--- src/pmc_pkg.sv ---
// Package of modes, timing constants and state carriers for the power mode controller
package pmc_pkg;

   // Number of power-controllable subsystems and index of the CPU enable
   localparam int NUM_SUBSYS = 8;
   localparam int CPU_IDX = 0;

   // Global mode codes shown on mode_o
   localparam logic [1:0] MODE_ACTIVE = 2'h0;
   localparam logic [1:0] MODE_ALT = 2'h1;
   localparam logic [1:0] MODE_SLEEP = 2'h2;
   localparam logic [1:0] MODE_HIBERNATE = 2'h3;

   // Clock rate and resume times
   localparam int CLK_PERIOD_NS = 50;
   localparam int SLEEP_RESUME_US = 15;
   localparam int HIB_RESUME_US = 100;
   localparam int NS_PER_US = 1000;
   // Least time, rounded up to whole cycles
   localparam int SLEEP_RESUME_CYC =
      (SLEEP_RESUME_US * NS_PER_US + CLK_PERIOD_NS - 1) / CLK_PERIOD_NS;
   // Longest time, rounded down
   localparam int HIB_RESUME_CYC = (HIB_RESUME_US * NS_PER_US) / CLK_PERIOD_NS;
   localparam int CNT_W = 12;

   // Reset values and the counter step
   localparam logic CORE_REG_RESET = 1'b1;
   localparam logic [CNT_W-1:0] CNT_ZERO = 12'h000;
   localparam logic [CNT_W-1:0] CNT_ONE = 12'h001;

   typedef enum logic [2:0] {
      PMC_ST_ACTIVE,
      PMC_ST_ALT,
      PMC_ST_SLEEP,
      PMC_ST_HIB,
      PMC_ST_RESUME
   } pmc_state_t;

   // Wakeup sources other than the hibernate pin grouped together
   typedef struct packed {
      logic irq;
      logic reset_evt;
      logic sleep_src;
   } pmc_wake_t;

   // Regulator enables
   typedef struct packed {
      logic core_dig;
      logic core_ana;
      logic sleep_reg;
      logic hib_reg;
   } pmc_reg_t;

   // Whole state of the controller
   typedef struct packed {
      pmc_state_t state;
      logic [CNT_W-1:0] cnt;
      logic cpu_ovr;
      logic cpu_prev;
      logic core_reg_en;
      logic pin_s1;
      logic pin_s2;
      logic [1:0] mode;
      logic [NUM_SUBSYS-1:0] clk_en;
      logic [NUM_SUBSYS-1:0] bias_en;
      logic sleep_timer_run;
      logic all_clk_stop;
      logic retain;
      pmc_reg_t regs;
   } pmc_st_t;

endpackage

--- src/pmc_ctrl.sv ---
// Global power mode sequencer with template gating and wakeup handling
//
// Function
// - Four global modes exist: active, alternate active, sleep and hibernate.
// - In active mode each subsystem follows its own bit of the active template, changeable anytime.
// - A disabled subsystem has its digital clock gated and its analog bias switched off.
// - The CPU may turn itself off by its template bit and is turned back on at the next wakeup.
// - Any wakeup sets the mode to active and enables the CPU whatever its template bit says.
// - After reset the mode is active.
// - Sleep disables almost everything regardless of templates, keeping only the sleep timer running and registers retained.
// - Hibernate stops all clocks, keeps registers and SRAM, and wakes only on an I/O pin event.
// - Hibernate turns off every internal regulator except the hibernate regulator.
// - Leaving sleep waits about 15 us for regulators to settle before entering active.
// - Core regulators are on after power-up and software may turn them off for external supply.
// - Enabled interrupts and reset events both count as wakeups and restore active mode from any mode but hibernate.
`timescale 1ns/10ps

module pmc_ctrl #(
   parameter int NUM_SUBSYS = pmc_pkg::NUM_SUBSYS,
   parameter int CPU_IDX = pmc_pkg::CPU_IDX,
   parameter int SLEEP_RESUME_CYC = pmc_pkg::SLEEP_RESUME_CYC,
   parameter int HIB_RESUME_CYC = pmc_pkg::HIB_RESUME_CYC
) (
   input wire logic clk_i,
   input wire logic reset_n_i,
   input wire logic clk_en_i,
   input wire logic [NUM_SUBSYS-1:0] active_tmpl_i,
   input wire logic [NUM_SUBSYS-1:0] alt_tmpl_i,
   input wire logic mode_req_valid_i,
   input wire logic [1:0] mode_req_i,
   input wire pmc_pkg::pmc_wake_t wake_i,
   input wire logic pin_wake_i,
   input wire logic core_reg_off_i,
   output logic [1:0] mode_o,
   output logic [NUM_SUBSYS-1:0] clk_en_o,
   output logic [NUM_SUBSYS-1:0] bias_en_o,
   output logic sleep_timer_run_o,
   output logic all_clk_stop_o,
   output logic retain_o,
   output pmc_pkg::pmc_reg_t regs_o
);

   ////////////////////////////////////////////////////////////////////////////
   // State registers

   pmc_pkg::pmc_st_t st;
   pmc_pkg::pmc_st_t next_st;

   // Counts cut to the counter width on purpose; both defaults fit
   localparam logic [pmc_pkg::CNT_W-1:0] SLEEP_CNT = SLEEP_RESUME_CYC[pmc_pkg::CNT_W-1:0];
   localparam logic [pmc_pkg::CNT_W-1:0] HIB_CNT = HIB_RESUME_CYC[pmc_pkg::CNT_W-1:0];

   // Subsystem enable pattern for a mode, with CPU forced on by the override
   function automatic logic [NUM_SUBSYS-1:0] tmpl_sel(
      input logic [NUM_SUBSYS-1:0] tmpl,
      input logic ovr
   );
      logic [NUM_SUBSYS-1:0] r;
      r = tmpl;
      r[CPU_IDX] = tmpl[CPU_IDX] | ovr;
      return r;
   endfunction

   ////////////////////////////////////////////////////////////////////////////
   // Next-state logic

   // Wakeup arbitration sits ahead of software requests so a wake never gets lost
   always_comb begin
      logic any_wake;
      logic cpu_fall;
      logic [NUM_SUBSYS-1:0] en;
      any_wake = 1'b0;
      cpu_fall = 1'b0;
      en = '0;
      next_st = st;

      // Pin wake is asynchronous: two flops before use
      next_st.pin_s1 = pin_wake_i;
      next_st.pin_s2 = st.pin_s1;

      any_wake = wake_i.irq | wake_i.reset_evt;

      // Core regulators stay on until software asks otherwise
      if (core_reg_off_i) begin
         next_st.core_reg_en = 1'b0;
      end else begin
         next_st.core_reg_en = 1'b1;
      end

      // CPU override clears when the CPU turns itself off again; a wake wins
      next_st.cpu_prev = active_tmpl_i[CPU_IDX];
      cpu_fall = st.cpu_prev & ~active_tmpl_i[CPU_IDX];
      if (cpu_fall) begin
         next_st.cpu_ovr = 1'b0;
      end

      case (st.state)
         pmc_pkg::PMC_ST_ACTIVE, pmc_pkg::PMC_ST_ALT: begin
            if (any_wake) begin
               next_st.state = pmc_pkg::PMC_ST_ACTIVE;
               next_st.cpu_ovr = 1'b1;
            end else if (mode_req_valid_i) begin
               // Low power modes are entered only on request
               if (mode_req_i == pmc_pkg::MODE_ALT) begin
                  next_st.state = pmc_pkg::PMC_ST_ALT;
               end else if (mode_req_i == pmc_pkg::MODE_SLEEP) begin
                  next_st.state = pmc_pkg::PMC_ST_SLEEP;
               end else if (mode_req_i == pmc_pkg::MODE_HIBERNATE) begin
                  next_st.state = pmc_pkg::PMC_ST_HIB;
               end else begin
                  next_st.state = pmc_pkg::PMC_ST_ACTIVE;
               end
            end
         end
         pmc_pkg::PMC_ST_SLEEP: begin
            // Sleep-capable sources also wake from sleep
            if (any_wake | wake_i.sleep_src) begin
               next_st.state = pmc_pkg::PMC_ST_RESUME;
               next_st.cnt = SLEEP_CNT;
               next_st.cpu_ovr = 1'b1;
            end
         end
         pmc_pkg::PMC_ST_HIB: begin
            // Only the synchronised pin event is heard here
            if (st.pin_s2) begin
               next_st.state = pmc_pkg::PMC_ST_RESUME;
               next_st.cnt = HIB_CNT;
               next_st.cpu_ovr = 1'b1;
            end
         end
         pmc_pkg::PMC_ST_RESUME: begin
            // Settling wait; requests and further wakes are moot here
            if (st.cnt <= pmc_pkg::CNT_ONE) begin
               next_st.cnt = pmc_pkg::CNT_ZERO;
               next_st.state = pmc_pkg::PMC_ST_ACTIVE;
            end else begin
               next_st.cnt = st.cnt - pmc_pkg::CNT_ONE;
            end
         end
         default: begin
            next_st.state = pmc_pkg::PMC_ST_ACTIVE;
         end
      endcase

      ////////////////////////////////////////////////////////////////////////
      // Outputs follow the next state so they change with the mode itself

      next_st.sleep_timer_run = 1'b0;
      next_st.all_clk_stop = 1'b0;
      next_st.retain = 1'b0;
      next_st.regs.core_dig = next_st.core_reg_en;
      next_st.regs.core_ana = next_st.core_reg_en;
      next_st.regs.sleep_reg = 1'b0;
      next_st.regs.hib_reg = 1'b1;
      case (next_st.state)
         pmc_pkg::PMC_ST_ACTIVE: begin
            next_st.mode = pmc_pkg::MODE_ACTIVE;
            en = tmpl_sel(active_tmpl_i, next_st.cpu_ovr);
         end
         pmc_pkg::PMC_ST_ALT: begin
            // Alternate template is trusted to be the leaner one
            next_st.mode = pmc_pkg::MODE_ALT;
            en = tmpl_sel(alt_tmpl_i, next_st.cpu_ovr);
         end
         pmc_pkg::PMC_ST_HIB: begin
            next_st.mode = pmc_pkg::MODE_HIBERNATE;
            next_st.all_clk_stop = 1'b1;
            next_st.retain = 1'b1;
            next_st.regs.core_dig = 1'b0;
            next_st.regs.core_ana = 1'b0;
         end
         default: begin
            // Sleep and its resume wait: templates ignored
            next_st.mode = pmc_pkg::MODE_SLEEP;
            next_st.sleep_timer_run = 1'b1;
            next_st.retain = 1'b1;
            next_st.regs.sleep_reg = 1'b1;
         end
      endcase
      next_st.clk_en = en;
      next_st.bias_en = en;
   end

   ////////////////////////////////////////////////////////////////////////////
   // Register stage, frozen while the clock enable is low

   always_ff @(posedge clk_i or negedge reset_n_i) begin
      if (!reset_n_i) begin
         st.state <= pmc_pkg::PMC_ST_ACTIVE;
         st.cnt <= pmc_pkg::CNT_ZERO;
         st.cpu_ovr <= 1'b1;
         st.cpu_prev <= 1'b0;
         st.core_reg_en <= pmc_pkg::CORE_REG_RESET;
         st.pin_s1 <= 1'b0;
         st.pin_s2 <= 1'b0;
         st.mode <= pmc_pkg::MODE_ACTIVE;
         st.clk_en <= '0;
         st.bias_en <= '0;
         st.sleep_timer_run <= 1'b0;
         st.all_clk_stop <= 1'b0;
         st.retain <= 1'b0;
         st.regs.core_dig <= pmc_pkg::CORE_REG_RESET;
         st.regs.core_ana <= pmc_pkg::CORE_REG_RESET;
         st.regs.sleep_reg <= 1'b0;
         st.regs.hib_reg <= 1'b1;
      end else if (clk_en_i) begin
         st <= next_st;
      end
   end

   // Ports straight from the state flops
   assign mode_o = st.mode;
   assign clk_en_o = st.clk_en;
   assign bias_en_o = st.bias_en;
   assign sleep_timer_run_o = st.sleep_timer_run;
   assign all_clk_stop_o = st.all_clk_stop;
   assign retain_o = st.retain;
   assign regs_o = st.regs;

endmodule // pmc_ctrl

--- config.mk ---
export PLATFORM = sky130hd
export DESIGN_NAME = pmc_ctrl
export DESIGN_NICKNAME = d
export VERILOG_FILES = /design/src/pmc_pkg.sv /design/src/pmc_ctrl.sv
export SDC_FILE = /design/constraint.sdc
export NUM_CORES = 1
export LEC_CHECK = 0
export ABC_AREA = 1
export BUFFER_PORTS_ARGS = -buffer_cell sky130_fd_sc_hd__buf_2
export CAP_MARGIN = 40
export CORE_MARGIN = 2
export CORE_UTILIZATION = 48
export CTS_CLUSTER_SIZE = 20
export DETAILED_ROUTE_END_ITERATION = 12
export PLACE_DENSITY = 0.83
export SYNTH_ARGS = -nofsm -noshare
export SYNTH_HDL_FRONTEND = slang
export SYNTH_SLANG_ARGS = --single-unit
--- constraint.sdc ---
create_clock -name clk_i -period 1.6 [get_ports clk_i]
set_input_delay 0.48 -clock clk_i [delete_from_list [all_inputs] [get_ports clk_i]]
set_output_delay 0.48 -clock clk_i [all_outputs]
set_load 0.01 [all_outputs]
Word level (Yosys, flattened, before mapping)

Index checks and enable logic that the tools add are counted.
Widths: inputs -> output; s select.

Output and inout bits: 25
Word-level logic and storage cells: 60
Bits in registers: 34
Input port bits: 27

$lt $le $gt $ge: 1
Reductions and logical operators: 7
Equality and inequality tests: 11
Muxes and demuxes: 21
Bitwise gates (word level): 6
Add/sub/neg operators: 1

Operators with widths:

| cell                  | number |
|---|---|
| $pmux 12 s3           | 1 |
| $mux 16               | 2 |
| $pmux 8 s2            | 1 |
| $mux 3                | 5 |
| $le 12x1->1 const B   | 1 |
| $mux 12               | 1 |
| $pmux 3 s4            | 1 |
| $sub 12x1->12 const B | 1 |
| $eq 3x2->1 const B    | 3 |
| $eq 3x1->1 const B    | 2 |
| $logic_not 3->1       | 2 |
| $mux 1                | 6 |
| $pmux 2 s3            | 1 |
| $eq 2x2->1 const B    | 2 |
| $mux 2                | 2 |
| $ne 2x2->1 const B    | 2 |
| $or 1x1->1            | 4 |
| $reduce_and 4->1      | 1 |
| $reduce_or 2->1       | 2 |
| $eq 3x3->1 const B    | 1 |
| $pmux 1 s3            | 1 |
| $reduce_bool 3->1     | 1 |
| $reduce_or 3->1       | 1 |
| $eq 2x1->1 const B    | 1 |
| other kinds (2)       | 2 |

Depth between registers and ports, before layout

Gate-level depths: netlist (run 1).

Depth in word-level cells: 10
Gate-level depth with buffers: 11
Depth with buffers taken out: 11

Least setup slack after synthesis (run 1)

Ideal clock, no wire load.

Kind: reg-to-reg
Start: reg st[30] (netlist name)
End: reg st, in the netlist mode_o[1]
Data arrival time: 1.382 ns
Setup time: 0.119 ns
Path buffers: 0
Cell stages (with the launch flop): 10
Data required time: 1.481 ns
Path slack: 0.099 ns
Path through: dfrtp_1 inv_1 ha_1 nand2_2 nand2_1 nand2_2 a21oi_4 nand2_2 nand3_1 nand2_1

Cells in the longest elaborated chain, start to end: 5
Elaborated cells on any way between the ends: 7
Classes of those cells: order compare (1); eq/ne (2); mux (3); reduce/logical (1)

Ends and longest elaborated chain:

| element                                  | RTL line        | text |
|---|---|---|
| start: declaration                       | pmc_ctrl.sv:46  | `pmc_pkg::pmc_st_t st;` |
| start signal: assignment                 | pmc_ctrl.sv:207 | `st <= next_st;` |
| $le 12x1->1 *                            | pmc_ctrl.sv:133 | `if (st.cnt <= pmc_pkg::CNT_ONE) begin` |
| $mux 3 *                                 | pmc_ctrl.sv:133 |  |
| $pmux 3 s4 *                             | pmc_ctrl.sv:97  | `case (st.state)` |
| $eq 3x2->1, or another cell as far along | pmc_ctrl.sv:155 | `case (next_st.state)` |
| $pmux 2 s3 *                             | pmc_ctrl.sv:155 |  |

Mark *: on every way between the ends. The rest lies on a longest branch, timed or not.
A chain may end at the register's enable or synchronous reset.

Worst setup path in the final report (run 1)

Start: reg st[31] (netlist name)
End: reg st[36] (netlist name)

Cells in the longest elaborated chain, start to end: 3
Elaborated cells on any way between the ends: 4
Classes of those cells: add/sub (1); order compare (1); mux (2)

Ends and longest elaborated chain:

| element                                             | RTL line |
|---|---|
| $sub 12x1->12 / $le 12x1->1 (equally long branches) | pmc_ctrl.sv:137, pmc_ctrl.sv:133 |
| $mux 12 *                                           | pmc_ctrl.sv:133 |
| $pmux 12 s3 *                                       | pmc_ctrl.sv:97 |

Marks and branches as above.

==> summary.txt, run 1 <==
Timing
  • Final setup viols: 0
  • Min Tclk post-route: 1.59 ns
  • Fin worst setup slack: 0.00935 ns
  • Final Skew: 0.00588 ns
  • Final slew viol count: 0
  • Period utilization: 0.994
  • Fmax: 629 MHz
  • RSZ-0062 raised after global routing: yes
  • Final hold vios: 0
  • Setup TNS: 0 ns

Setup path
  • WP data required: 1.81 ns
  • Type of the worst setup path: reg2reg
  • Critical Path End Type: flip-flop
  • Critical Path AT: 1.80 ns
  • Crit-path max FO: 4
  • CP Launch Type: flip-flop

Final layout
  • Layout Nets: 374
  • Antenna cells: 0
  • Final Core Density: 0.618
  • Filler cell count: 385
  • Fin area: 0.00267 sq mm
  • Layout cells sized above 1: 0.390
  • Area grow syn2layout: 25.0%
  • Fin cells: 398

Power and ir drop
  • Pwr per Cell Area: 1320 mW/mm^2
  • Leak pwr: 1.43 nW
  • Maximum vdd drop: 0.764 mV

Synth
  • Ys Warns: 0
  • Sequential fraction of the synthesis area: 0.387
  • Synth Net Count: 324
  • #FFs+latches synth: 33
  • Cell Area, Synth: 0.00214 sq mm
  • Post-synth ARST share: 1.00
  • Synth Area per Inst: 7.25 sq um
  • Synth area leader: dfrtp_1
  • Area share of the largest cell type after synthesis: 0.363
  • Netlist cell types: 32
  • Synth top area cells: dfrtp_1, nand2_1, buf_4
  • Synth Flop Type: dfrtp_1
  • Mapped Cells: 295
  • EDFF count, synth: 0

Detailed routing
  • Via Count: 1950
  • Wire per inst: 12.3 um
  • Vias per std cell: 4.90
  • Routed Antenna Nets: 0
  • DR iter-0 viols: 79
  • Router iterations before antenna repair: 4
  • DRC: 0
  • Post-Route WL: 4880 um

Floorplanning
  • DIE WIDTH: 70.8 um
  • I/O pins: 52
  • Die Ht: 70.8 um
  • # rows: 24
  • Starting Density: 0.495
  • Die Area: 0.00501 sq mm
  • Core footprint: 0.00432 sq mm

Clocking
  • Clk Latency, worst-skew pair: 0.29 ns
  • Num CTS Buffers: 5
  • Root Buffer: clkbuf_8
  • CTS tree: yes
  • Max Buffers Root-to-Sink: 2
  • # hold bufs at CTS: 0
  • Reg clk slew, reported paths: 0.07 ns
  • CTS sink cnt: 33
  • H-tree level count: 2

Placed design
  • Dpl cell area: 0.00236 sq mm
  • Pre-CTS setup slack: -0.0862 ns
  • Placed cell count: 380
  • Placer congestion estimate: 0.889
  • Port bufs: 50
  • Hpwl dp: 3360 um

Global routing
  • Largest net degree at the start of global routing: 22
  • Overall routing resource usage: 0.188
  • Gr ovfl total: 0
  • Initial antenna violation count: 0
  • First-pass GRT wire length: 7510 um
  • Number of global-route vias before repair: 1703

Hold path
  • Hold Path Class: in2async

Status
  • Status: finished, final reports clean

Job
  • Max_cap viols: 0
-- state kept, by name, summed over array words and instances, names as in the netlist --
name / flops
regs_o: 2
next_st: 1
all_clk_stop_o: 1
st: 18
retain_o: 1
mode_o: 2
bias_en_o: 8
-- per-stage QoR --
stage | total power [W] | hold WS, ns
finish | 0.00353 | 0.0991
global route | 0.00378 | 0.124
CTS | 0.00319 | 0.112
detailed placement | 0.00247 | 0.424
global placement | 0.00244 | 0.419
floorplan | 0.00221 | 0.184
-- critical path, stage by stage, from the launching register on --
cell and delay, ns:
dfrtp_1 0.43, inv_2 0.09, ha_4 0.18, buf_4 0.13, buf_4 0.14, nand3_1 0.11, xor2_1 0.21, nand2_1 0.07
a22oi_1 0.15
-- report_power, final --
part           switching (W)  internal, W
sequential          0.000248      0.00106
combinational       0.000844     0.000673
clock               0.000312     0.000389
total                0.00140      0.00213
-- what timing repair did --
action,4_1_cts,5_1_grt
buffers inserted,0,9
gates resized for setup,1,45
gates cloned,0,1
pin swaps,0,15
endpoints found under the setup margin,6,20
-- cells in the final DEF, fill, tap and decap left out, types with 3 or more instances in the layout --
cell type,netlist,final
xor2_1,4,4
o21ai_0,17,15
nand2_1,89,82
nor2_4,4,8
nand2_4,1,4
dfrtp_2,0,3
inv_4,0,3
nand3_1,17,16
buf_2,3,50
a21oi_1,4,4
inv_1,30,24
nor2_1,33,24
inv_2,3,7
nand2_2,8,12
nor2_2,4,9
buf_4,22,15
nand3_2,3,3
dfrtp_1,31,28
clkbuf_8,0,7
-- Yosys cell counts (3+ instances only) --
cell and instances:
xor2_1 4, dfrtp_1 31, nor2_1 33, nand2_1 89, inv_1 30, nand3_2 3
buf_4 22, a21oi_1 4, inv_2 3, buf_2 3, nand2_2 8, nand3_1 17
nor2_4 4, nor2_2 4, o21ai_0 17
-- logic make-up after synthesis --
family,count (synthesis),share of synthesized area
buf+inv,61,0.151
compound gates,29,0.0819
xor+xnor,6,0.0246
fa+ha+maj,2,0.0117
other cells,1,0.00175
flops,33,0.387
simple gates,163,0.342
-- per-layer routing --
metal  vias to the layer above  global-route usage  wire [um]
li1                        993                   -          -
met1                       906               0.239       2030
met2                        45               0.315       2600
met3                         6              0.0442        202
met4                         0              0.0629         43
met5                         -                   0          0
-- area by class of cell --
cell class | instances | area (sq um) | area share
Sequential cell | 33 | 832 | 0.311
Inverter | 34 | 135 | 0.0505
Clock inverter | 1 | 5.00 | 0.00187
Clock buffer | 7 | 96.3 | 0.0360
Timing Repair Buffer | 69 | 425 | 0.159
Multi-Input combinational cell | 202 | 1110 | 0.417
Tap cell | 52 | 65.1 | 0.0243
-- path summary, 6_finish.rpt --
kind / start / end / slack (ns) / cells after the start
worst min-delay path: reset_n_i / st[33]$_DFFE_PN0P_ / 0.1 / 1
max in group asynchronous: reset_n_i / st[29]$_DFFE_PN1P_ / 0.99 / 2
worst max-delay path: st[31]$_DFFE_PN0P_ / st[36]$_DFFE_PN0P_ / 0.009 / 8
worst max register to register: st[31]$_DFFE_PN0P_ / st[36]$_DFFE_PN0P_ / 0.009 / 8
min in group clk_i: core_reg_off_i / regs_o[3]$_DFFE_PN1P_ / 0.34 / 2
worst min register to register: next_st[25]$_DFFE_PN0P_ / next_st[25]$_DFFE_PN0P_ / 0.48 / 2
No activity file was read; power rests on OpenSTA's default activity.
==> run 2, diff against run 1 <==
- ABC_AREA: 1 -> default
- CORE_UTILIZATION: 48 -> 47
- CTS_CLUSTER_SIZE: 20 -> default
- PLACE_DENSITY: 0.83 -> 0.82
- SETUP_SLACK_MARGIN: default -> 0.5
==> run 2 against run 1 <==
The run now ends with setup timing left; fmax is 21% lower; highest routed layer unchanged; largest cell class unchanged; global-route usage is 13 points higher; worst setup slack worse by 0.43 ns; routed wire length is 50% higher; synthesized cell count is 32% lower; final area is 23% higher.
==> summary.txt, run 2 <==
Synth
  • Ys Warns: 0 (unchanged)
  • EDFF count, synth: 0 (unchanged)
  • #FFs+latches synth: 33 (unchanged)
  • Synth Net Count: 229 (-29%)
  • Post-synth ARST share: 1.00 (unchanged)
  • Netlist cell types: 49 (+53%)
  • Area share of the largest cell type after synthesis: 0.393 (+0.0308)
  • Synth Flop Type: dfrtp_1
  • Mapped Cells: 200 (-32%)
  • Top-count cell post-synth: dfrtp_1
  • Cell Area, Synth: 0.00197 sq mm (-7.8%)
  • Synth area leader: dfrtp_1
  • Sequential fraction of the synthesis area: 0.420 (+0.0329)
  • Synth cell count leaders: dfrtp_1, buf_4, nor2_1
  • Synth Area per Inst: 9.86 sq um (+36%)
  • Synth top area cells: dfrtp_1, buf_4, a221o_1

Final layout
  • Most frequent cells in the layout: buf_4, buf_2, dfrtp_1
  • Max reg flops: 18 (unchanged)
  • Area grow syn2layout: 67.4%
  • Most common cell after layout, fill and taps aside: buf_4
  • Fin cells: 352 (-12%)
  • Antenna cells: 0 (unchanged)
  • Layout Nets: 330 (-12%)
  • Biggest register: st
  • Layout cells sized above 1: 0.659 (+0.269)

Job
  • Max_cap viols: 0 (unchanged)

Timing
  • Fmax: 496 MHz (-21%)
  • Worst slew margin: 0.435
  • Final slew viol count: 0 (unchanged)
  • Fin worst setup slack: -0.418 ns (-0.427 ns)
  • RSZ-0062 raised after global routing: yes
  • Final hold vios: 0 (unchanged)
  • Worst-margin pin slew: 0.842 ns
  • Period utilization: 1.26 (+0.267)
  • Min Tclk post-route: 2.02 ns (+0.427 ns)
  • Final setup viols: 25 (+25)
  • Final Skew: 0.00969 ns (+0.00381 ns)

Floorplanning
  • Die Area: 0.00473 sq mm (-5.6%)
  • I/O pins: 52 (unchanged)
  • DIE WIDTH: 68.8 um (-2.8%)
  • Die Ht: 68.8 um (-2.8%)
  • Core footprint: 0.00403 sq mm (-6.8%)
  • # rows: 23 (-4.2%)
  • Starting Density: 0.489 (-0.00535)

Detailed routing
  • DR iter-0 viols: 151 (+91%)
  • Router iterations before antenna repair: 5 (+1)
  • Vias per std cell: 5.84 (+19%)
  • Routed Antenna Nets: 0 (unchanged)
  • Post-Route WL: 7340 um (+50%)
  • Wire per inst: 20.9 um (+70%)
  • DRC: 0 (unchanged)
  • Via Count: 2057 (+5.5%)

Setup path
  • CP top delay family: simple AND/OR/NAND/NOR gates
  • CP bufs+invs: 1 (-2)
  • Type of the worst setup path: reg2reg
  • CP Cell Sequence: inv_2 > ha_4 > or4b_4 > or3_4 > o311ai_2 > a22o_1
  • Critical Path End Type: flip-flop
  • Critical path startpoint: st[31]$_DFFE_PN0P_
  • CP Launch Type: flip-flop
  • Crit-path max FO: 5 (+1)
  • Critical Path AT: 2.26 ns (+0.46 ns)
  • WP data required: 1.84 ns (+0.03 ns)
  • CP max-delay cell: or4b_4
  • Worst r2r src: st[31]$_DFFE_PN0P_
  • Crit-path max cell delay: 0.47 ns (+0.04 ns)

Clocking
  • Root Buffer: clkbuf_8
  • Max Buffers Root-to-Sink: 2 (unchanged)
  • Reg clk slew, reported paths: 0.08 ns (about the same)
  • H-tree level count: 2 (unchanged)
  • Num CTS Buffers: 5 (unchanged)
  • CTS tree: yes
  • CTS sink cnt: 33 (unchanged)
  • Clk Latency, worst-skew pair: 0.30 ns (about the same)

Global routing
  • Number of global-route vias before repair: 2096 (+23%)
  • Gr ovfl total: 0 (unchanged)
  • Overall routing resource usage: 0.315 (+0.127)
  • Largest net degree at the start of global routing: 20 (-9.1%)
  • Initial antenna violation count: 0 (unchanged)
  • First-pass GRT wire length: 10600 um (+41%)

Power and ir drop
  • Maximum vdd drop: 0.848 mV (+11%)
  • Pwr per Cell Area: 1370 mW/mm^2 (+3.9%)
  • Leak pwr: 1.53 nW (+6.7%)
  • Pwr Total: 0.00453 W (+28%)

Status
  • Status: finished, violations left
  • Violated checks: setup timing

Hold path
  • Hold Path Class: in2async

Placed design
  • Hpwl dp: 3690 um (+9.8%)
  • Pre-CTS setup slack: -0.399 ns (-0.313 ns)
  • Port bufs: 50 (unchanged)
  • Placer congestion estimate: 0.844 (-5.1%)
  • Placed cell count: 314 (-17%)
## run 2: layout make-up
type / count / area [sq um]
clock buffers: 7 / 86.3
clock inverters: 1 / 30.0
multi-input cells: 128 / 1250
fillers: 214 / 727
flip-flops and latches: 33 / 832
well taps: 50 / 62.6
repair buffers: 126 / 1020
inverters: 7 / 26.3
## run 2: path summary, 6_finish.rpt
path | end | slack, ns | cells past startpoint
min reg2reg | regs_o[3]$_DFFE_PN1P_ | 0.50 | 2
max in group asynchronous | st[33]$_DFFE_PN0P_ | 1.05 | 2
min in group clk_i | regs_o[3]$_DFFE_PN1P_ | 0.41 | 3
min | next_st[25]$_DFFE_PN0P_ | 0.1 | 1
max reg2reg | st[38]$_DFFE_PN0P_ | -0.42 | 6
max | st[38]$_DFFE_PN0P_ | -0.42 | 6
## run 2: logic make-up after synthesis
family,Yosys count,share of synthesized area
compound gates,61,0.229
fa+ha+maj,2,0.0127
buf+inv,39,0.131
flops,33,0.420
mux,4,0.0222
other cells,1,0.00190
simple gates,60,0.183
## run 2: timing repair
action	CTS	global route
setup buffers	18	9
hold buffers	0	0
cloned	2	1
gates resized for setup	75	15
pin swaps	42	12
endpoints found under the hold margin	0	0
setup endpoints to repair	54	54
## run 2: power breakdown
group	internal (W)	switching, W
sequential	0.00102	0.000204
combinational	0.00127	0.00118
clock	0.000508	0.000335
## run 2: metrics by stage
stage                     cell area [sq um]  hold slack (ns)  setup TNS [ns]  utilization
final                                  3300           0.0956           -7.26        0.820
after global routing                   3300            0.120           -8.61        0.820
after CTS                              3130            0.105           -5.02        0.777
after detailed placement               2470            0.421           -6.29        0.614
after global placement                 2470            0.415           -5.24        0.614
after floorplan                        2050            0.184           -2.90            -
## run 2: metal layers
layer  global-route usage  share of wire
met5                    0              0
met4                0.159          0.043
met3               0.0568          0.061
met2                0.564           0.53
met1                0.356           0.36
